[src/include/boe_pkg.sv]
package boe_pkg;

    // =====================================================
    // widths and opcode fields
    localparam int WORD_W = 16;
    localparam int DATA_W = 8;
    localparam int PC_W = 21;
    localparam logic [3:0] OPC_HI_ZERO = 4'h0;
    localparam logic [3:0] OPC_HI_FILL = 4'hF;
    localparam logic [5:0] OPC_COMPLEMENT_FILE_OP = 6'h07;
    localparam logic [6:0] OPC_COMPARE_SKIP_EQUAL_OP = 7'h31;
    localparam logic [6:0] OPC_NEGATE_FILE_OP = 7'h36;
    localparam logic [14:0] OPC_RETURN_FROM_IRQ_OP = 15'h0008;
    localparam logic [7:0] OPC_RETURN_WITH_LITERAL_OP = 8'h0C;
    localparam logic [7:0] IDX_LIMIT = 8'h5F;

    // =====================================================
    // reset values
    localparam logic [7:0] RST_WREG = 8'h00;
    localparam logic [4:0] RST_FLAGS = 5'h00;
    localparam logic [3:0] RST_BANK = 4'h0;
    localparam logic [PC_W-1:0] RST_PC = 21'h000000;

    // =====================================================
    // flag bit positions in the status byte
    localparam int FLAG_C = 0;
    localparam int FLAG_DC = 1;
    localparam int FLAG_Z = 2;
    localparam int FLAG_OV = 3;
    localparam int FLAG_N = 4;

    typedef enum logic [1:0] {
        PH_Q1,
        PH_Q2,
        PH_Q3,
        PH_Q4
    } boe_phase_e;

    typedef enum logic [1:0] {
        EX_RUN,
        EX_IDLE
    } boe_exec_e;

    typedef struct packed {
        logic [11:0] addr;
        logic [7:0] data;
        logic wr;
        logic rd;
    } boe_mem_s;

endpackage : boe_pkg

[src/boe_exec.sv]
`timescale 1ns/100ps
`default_nettype none

module boe_exec
    import boe_pkg::*;
(
    input wire logic clk,
    input wire logic rst,
    input wire logic [WORD_W-1:0] opcode,
    input wire logic opcodeValid,
    input wire logic nextIsTwoWord,
    input wire logic extendedSet,
    input wire logic highPrioActive,
    input wire logic [11:0] indexBase,
    input wire logic [DATA_W-1:0] memRdData,
    input wire logic [PC_W-1:0] stackTop,
    input wire logic [DATA_W-1:0] workingShadow,
    input wire logic [4:0] flagsShadow,
    input wire logic [3:0] bankSelectShadow,
    output logic [DATA_W-1:0] workingReg,
    output logic [4:0] flagsReg,
    output logic [3:0] bankSelectReg,
    output logic [PC_W-1:0] progCounter,
    output logic pcLoad,
    output logic stackPop,
    output logic highPrioIrqEnable,
    output logic lowPrioIrqEnable,
    output boe_mem_s memPort,
    output logic [1:0] phase,
    output logic busy
);

    // =====================================================
    // operand decode
    function automatic logic [11:0] fileAddr(input logic [7:0] f, input logic a,
            input logic ext, input logic [3:0] bank, input logic [11:0] base);
        if (a) begin
            fileAddr = {bank, f};
        end else if (ext && f <= IDX_LIMIT) begin
            fileAddr = base + {4'h0, f};
        end else if (f[7]) begin
            fileAddr = {4'hF, f};
        end else begin
            fileAddr = {4'h0, f};
        end
    endfunction : fileAddr

    logic isComf, isCpfseq, isNegf, isRetfie, isRetlw, isNop;
    always_comb begin
        // decode the latched word, not the pin, so all phases agree
        isComf = cur[15:10] == OPC_COMPLEMENT_FILE_OP;
        isCpfseq = cur[15:9] == OPC_COMPARE_SKIP_EQUAL_OP;
        isNegf = cur[15:9] == OPC_NEGATE_FILE_OP;
        isRetfie = cur[15:1] == OPC_RETURN_FROM_IRQ_OP;
        isRetlw = cur[15:8] == OPC_RETURN_WITH_LITERAL_OP;
        isNop = cur == 16'h0000 || cur[15:12] == OPC_HI_FILL;
    end

    // =====================================================
    // state
    boe_phase_e ph, next_ph;
    boe_exec_e ex, next_ex;
    logic [1:0] idleLeft, next_idleLeft;
    logic [15:0] cur, next_cur;
    logic [DATA_W-1:0] next_workingReg;
    logic [4:0] next_flagsReg;
    logic [3:0] next_bankSelectReg;
    logic [PC_W-1:0] next_progCounter;
    logic next_pcLoad, next_stackPop, next_hie, next_lie;
    boe_mem_s next_memPort;
    logic [11:0] addr;
    logic [DATA_W-1:0] res;
    logic [8:0] sum;
    logic [4:0] lowSum;

    always_comb begin
        next_ph = boe_phase_e'(ph + 2'd1);
        next_ex = ex;
        next_idleLeft = idleLeft;
        next_cur = cur;
        next_workingReg = workingReg;
        next_flagsReg = flagsReg;
        next_bankSelectReg = bankSelectReg;
        next_progCounter = progCounter;
        next_pcLoad = 1'b0;
        next_stackPop = 1'b0;
        next_hie = highPrioIrqEnable;
        next_lie = lowPrioIrqEnable;
        next_memPort = '0;
        addr = fileAddr(cur[7:0], cur[8], extendedSet, bankSelectReg, indexBase);
        res = 8'h00;
        sum = 9'h000;
        lowSum = 5'h00;
        case (ph)
            PH_Q1: begin
                // latch only at Q1 so mid-cycle opcode changes are harmless
                if (ex == EX_IDLE) begin
                    next_cur = 16'h0000;
                end else begin
                    next_cur = opcodeValid ? opcode : 16'h0000;
                end
            end
            PH_Q2: begin
                if (ex == EX_RUN && (isComf || isCpfseq || isNegf)) begin
                    next_memPort.addr = addr;
                    next_memPort.rd = 1'b1;
                end
            end
            PH_Q3: begin
                if (ex == EX_RUN && isComf) begin
                    res = ~memRdData;
                    next_flagsReg[FLAG_N] = res[7];
                    next_flagsReg[FLAG_Z] = res == 8'h00;
                    if (cur[9]) begin
                        next_memPort = '{addr: addr, data: res, wr: 1'b1, rd: 1'b0};
                    end else begin
                        next_workingReg = res;
                    end
                end else if (ex == EX_RUN && isNegf) begin
                    sum = {1'b0, ~memRdData} + 9'h001;
                    lowSum = {1'b0, ~memRdData[3:0]} + 5'h01;
                    res = sum[7:0];
                    next_flagsReg[FLAG_N] = res[7];
                    next_flagsReg[FLAG_Z] = res == 8'h00;
                    next_flagsReg[FLAG_C] = sum[8];
                    next_flagsReg[FLAG_DC] = lowSum[4];
                    next_flagsReg[FLAG_OV] = memRdData == 8'h80;
                    next_memPort = '{addr: addr, data: res, wr: 1'b1, rd: 1'b0};
                end
            end
            default: begin
                next_ex = EX_RUN;
                if (ex == EX_IDLE) begin
                    next_idleLeft = idleLeft - 2'd1;
                    if (idleLeft != 2'd1) begin
                        next_ex = EX_IDLE;
                    end
                end else if (isCpfseq) begin
                    // no result and no flags, only the skip decision
                    if (memRdData == workingReg) begin
                        next_ex = EX_IDLE;
                        next_idleLeft = nextIsTwoWord ? 2'd2 : 2'd1;
                    end
                end else if (isRetfie) begin
                    next_progCounter = stackTop;
                    next_pcLoad = 1'b1;
                    next_stackPop = 1'b1;
                    next_ex = EX_IDLE;
                    next_idleLeft = 2'd1;
                    if (highPrioActive) begin
                        next_hie = 1'b1;
                    end else begin
                        next_lie = 1'b1;
                    end
                    if (cur[0]) begin
                        next_workingReg = workingShadow;
                        next_flagsReg = flagsShadow;
                        next_bankSelectReg = bankSelectShadow;
                    end
                end else if (isRetlw) begin
                    next_workingReg = cur[7:0];
                    // pc latches are not outputs here, so they stay as they are
                    next_progCounter = stackTop;
                    next_pcLoad = 1'b1;
                    next_stackPop = 1'b1;
                    next_ex = EX_IDLE;
                    next_idleLeft = 2'd1;
                end else if (isNop) begin
                    next_ex = EX_RUN; // no register or flag moves
                end
            end
        endcase
    end

    always_ff @(posedge clk) begin
        if (rst) begin
            ph <= PH_Q1;
            ex <= EX_RUN;
            idleLeft <= 2'd0;
            cur <= 16'h0000;
            workingReg <= RST_WREG;
            flagsReg <= RST_FLAGS;
            bankSelectReg <= RST_BANK;
            progCounter <= RST_PC;
            pcLoad <= 1'b0;
            stackPop <= 1'b0;
            highPrioIrqEnable <= 1'b0;
            lowPrioIrqEnable <= 1'b0;
            memPort <= '0;
            phase <= 2'd0;
            busy <= 1'b0;
        end else begin
            ph <= next_ph;
            ex <= next_ex;
            idleLeft <= next_idleLeft;
            cur <= next_cur;
            workingReg <= next_workingReg;
            flagsReg <= next_flagsReg;
            bankSelectReg <= next_bankSelectReg;
            progCounter <= next_progCounter;
            pcLoad <= next_pcLoad;
            stackPop <= next_stackPop;
            highPrioIrqEnable <= next_hie;
            lowPrioIrqEnable <= next_lie;
            memPort <= next_memPort;
            phase <= next_ph;
            busy <= next_ex == EX_IDLE;
        end
    end

endmodule : boe_exec

`default_nettype wire

[config.mk]
export PLATFORM = sky130hd
export DESIGN_NAME = boe_exec
export DESIGN_NICKNAME = d
export VERILOG_FILES = /design/src/include/boe_pkg.sv /design/src/boe_exec.sv
export SDC_FILE = /design/constraint.sdc
export NUM_CORES = 1
export LEC_CHECK = 0
export BUFFER_PORTS_ARGS = -buffer_cell sky130_fd_sc_hd__clkbuf_2
export CAP_MARGIN = 20
export CORE_MARGIN = 10
export CORE_UTILIZATION = 50
export DETAILED_ROUTE_END_ITERATION = 8
export GPL_TIMING_DRIVEN = 0
export PLACE_DENSITY = 0.76
export SKIP_CTS_REPAIR_TIMING = 1
export SLEW_MARGIN = 10
export SYNTH_ARGS = -nofsm -noshare
export SYNTH_HDL_FRONTEND = slang
export SYNTH_SLANG_ARGS = --single-unit
[constraint.sdc]
create_clock -name clk -period 5.25 [get_ports clk]
set_clock_uncertainty 0.15 [all_clocks]
set_input_delay 1.05 -clock clk [delete_from_list [all_inputs] [get_ports clk]]
set_output_delay 1.05 -clock clk [all_outputs]
set_load 0.02 [all_outputs]
==> impl_results.md <==
* Netlist cell types at 70
* Clk pin slew, worst setup/hold paths at 0.08 ns
* Worst Path Required at 5.36 ns
* Cell Chain, Critical Path: clkbuf_2 > buf_2 > inv_1 > ha_1 > or3b_1 > nor3_1 > a32oi_1 > a211oi_1
* RSZ-0062 raised after global routing: false
* DP HPWL at 11.0 mm
* Highest clock rate at 352 MHz
* Routed met3 length at 1.47 mm
* Via/cell ratio at 5.66
* Syn Area/Cell at 8.62 um2
* Die Y-Extent at 116 um
* Capturing point of the worst reg2reg path: memPort[12]$_SDFF_PP0_
* Hold path start: highPrioIrqEnable$_SDFFE_PP0P_
* CTS Buf Count at 9
* Run status: finished, final reports clean
* Area Growth Syn to Fin at 22.5%
* Commonest non-fill, non-tap cell in the layout: clkbuf_2
* Number of DRC markers in iteration 0 at 286
* Crit start category: primary input
* Relative slew slack at 55.5%
* Total grt overflow at 0
* Initial core utilization at 51.9%
* Sequential share of the synthesized area at 37.5%
* Top delay family on crit path: simple AND/OR/NAND/NOR gates
* Max-slew violation count at 0
* Max-cap viol count at 0
* Core area at 8850 um2
* Setup_tns at 0 ns
* First-pass DRT Iterations at 5
* Metal1 wirelength at 5.67 mm
* Layout cell share with drive strength beyond 1 at 27.7%
* Die ar. at 13400 um2
* Pwr/cell area at 239 nW/um2
* Leakage at 0.00248 uW
* Tcrit/Tclk final at 54.1%
* Post-layout min period at 2.84 ns
* Wire length per cell at 17.4 um
* # IOs at 147
* Routed wl met2 at 6.38 mm
* Slowest stage delay, CP at 0.46 ns
* Flops & latches, synth at 86
* CTS tree: done
* R2R Path Start: ph[0]$_SDFF_PP0_
* Dpl cell area at 5440 um2
* Via Count at 4517
* Layout net count at 782
* Die Wd at 116 um
* Initial antenna violation count at 0
* First-pass GRT wire length at 22.2 mm
* Worst Max-Slew Pin Slew at 0.665 ns
* Post-synth top flop: dfxtp_1
* Worst Hold End: highPrioIrqEnable$_SDFFE_PP0P_
* Number of buffers and inverters on the critical path at 3
* Commonest non-fill, non-tap cells in the layout: 141 x clkbuf_2, 86 x dfxtp_1, 79 x nor2_1, 52 x a21oi_1, 33 x nor2b_1
* Peak VDD IR at 0.000139 V
* Hold crit path type: reg2reg
* R2R cell count at 9
* Largest net degree at the start of global routing at 14
* Yosys warning count at 0
* Total track usage at 20.3%
* Fillers at 800
* Diode count at 0
* Post-synth EDFFs at 0
* Highest Signal Layer: met4
* Final ANT Viol Nets at 0
* Number of global-route vias before repair at 4610
* Worst setup EP type: flip-flop
* Post-synth ARST share at 0%
* Final Setup Violations at 0
* Number of remaining DRC errors at 0
* Cell Area, Synth at 4590 um2
* GP Congestion at 0.941
* R2R Setup Slk at 2.65 ns
* Net Count, Synth at 629
* CP arrival at 2.95 ns
* Sink Count at 86
* Post-route cell area at 5630 um2
* H-tree levels at 3
* Num rows at 34
* Worst skew pair latency at 0.35 ns
* IO buf count at 141
* Routed WL at 13.9 mm
* Worst-path maximum fanout at 7
* Clk Tree Root Cell: clkbuf_8
* Slowest-stage cell, CP: or3b_1
* Hold-critical path depth at 2
* Clock tree buffer depth at 2
* Gate count after technology mapping at 533
* Final hold violation count at 0
* Crit path kind: in2reg
-- synth_stat cells (all sizes together) (2+ instances only) --
cell type	number	share of area, %
and4	2	0.38
ha	15	4.1
buf	16	2.0
nor3	15	2.1
xnor2	11	2.1
a31oi	10	1.4
nand3	15	1.7
a41oi	2	0.38
a21o	7	1.1
o31ai	3	0.49
and3	7	0.95
dfxtp	86	37
nor2	79	6.5
mux2	10	3.0
nor4b	2	0.52
o21a	4	0.65
a21oi	53	5.9
nand2	23	1.9
a211o	2	0.38
nor3b	5	0.93
mux2i	28	6.1
a2111oi	2	0.41
or3	4	0.65
nor4	6	0.95
a211oi	5	0.82
nor2b	33	4.5
clkbuf	18	1.5
inv	12	0.98
o21ai	11	1.2
nand2b	6	0.82
and2	3	0.41
a221oi	3	0.71
o41ai	4	0.76
nand4	7	0.95
o211ai	3	0.49
a311oi	2	0.38
a21boi	3	0.74
-- report_power, final --
group          internal, uW  switching [uW]
sequential              661            13.6
combinational          86.1             124
clock                   229             233
-- how the worst max path moves through the flow --
stage / from / end / slack, ns / cells after the start
floorplan: indexBase[4] / memPort[19]$_SDFF_PP0_ / 2.45 / 6
global placement: indexBase[1] / memPort[19]$_SDFF_PP0_ / 2.08 / 7
detailed placement: indexBase[1] / memPort[19]$_SDFF_PP0_ / 2.11 / 7
CTS: indexBase[1] / memPort[19]$_SDFF_PP0_ / 2.47 / 7
global route: indexBase[0] / memPort[18]$_SDFF_PP0_ / 2.33 / 8
finish: memRdData[0] / flagsReg[3]$_SDFFE_PP0P_ / 2.41 / 8
-- metal layers --
layer,GRT usage [%],vias up
met5,0,-
met4,8.09,0
met3,7.86,33
met2,33.1,192
met1,23.5,2083
li1,-,2209
-- cells by family (layout without fill, tap and decap cells) --
logic type | Yosys count | in the layout | synth area share (%)
muxes | 38 | 38 | 9.12
xor gates and xnor gates | 12 | 12 | 2.29
AOI/OAI and AO/OA | 122 | 122 | 17.8
buffers and inverters | 46 | 203 | 4.47
DFF | 86 | 86 | 37.5
and+or+nand+nor | 213 | 213 | 24.4
adders and majority gates | 16 | 16 | 4.52
-- area by class of cell --
class | count | area [um2] | share of cell area [%]
multi-input combinational | 401 | 2670 | 47.4
sequential | 86 | 1720 | 30.6
timing repair buffer | 142 | 711 | 12.6
buffer | 34 | 160 | 2.85
clock buffer | 11 | 141 | 2.51
tap | 108 | 135 | 2.40
clock inverter | 4 | 47.5 | 0.845
inverter | 12 | 45.0 | 0.800
-- registers in the layout, indices dropped and copies added, names as in the netlist --
register           cells
progCounter           21
busy                   1
stackPop               1
flagsReg               5
ph                     2
memPort               22
idleLeft               2
highPrioIrqEnable      1
lowPrioIrqEnable       1
cur                   16
bankSelectReg          4
ex                     2
workingReg             8
-- tightest hold or removal path, stage by stage (launching register included) --
cell and delay [ns]:
dfxtp_1 0.34, a41oi_1 0.05, nor2_1 0.08
-- per-stage QoR --
stage / utilization (%) / total power [uW] / hold WS [ns] / instances / setup WS (ns)
finish: 63.6 / 1350 / 0.341 / 798 / 2.41
global route: 63.6 / 1410 / 0.384 / 798 / 2.33
CTS: 63.6 / 1350 / 0.353 / 797 / 2.47
detailed placement: 61.4 / 895 / 0.333 / 782 / 2.11
global placement: 61.4 / 889 / 0.314 / 782 / 2.08
floorplan: - / 822 / 0.299 / 533 / 2.45
Power figures use the tool's default switching activity.
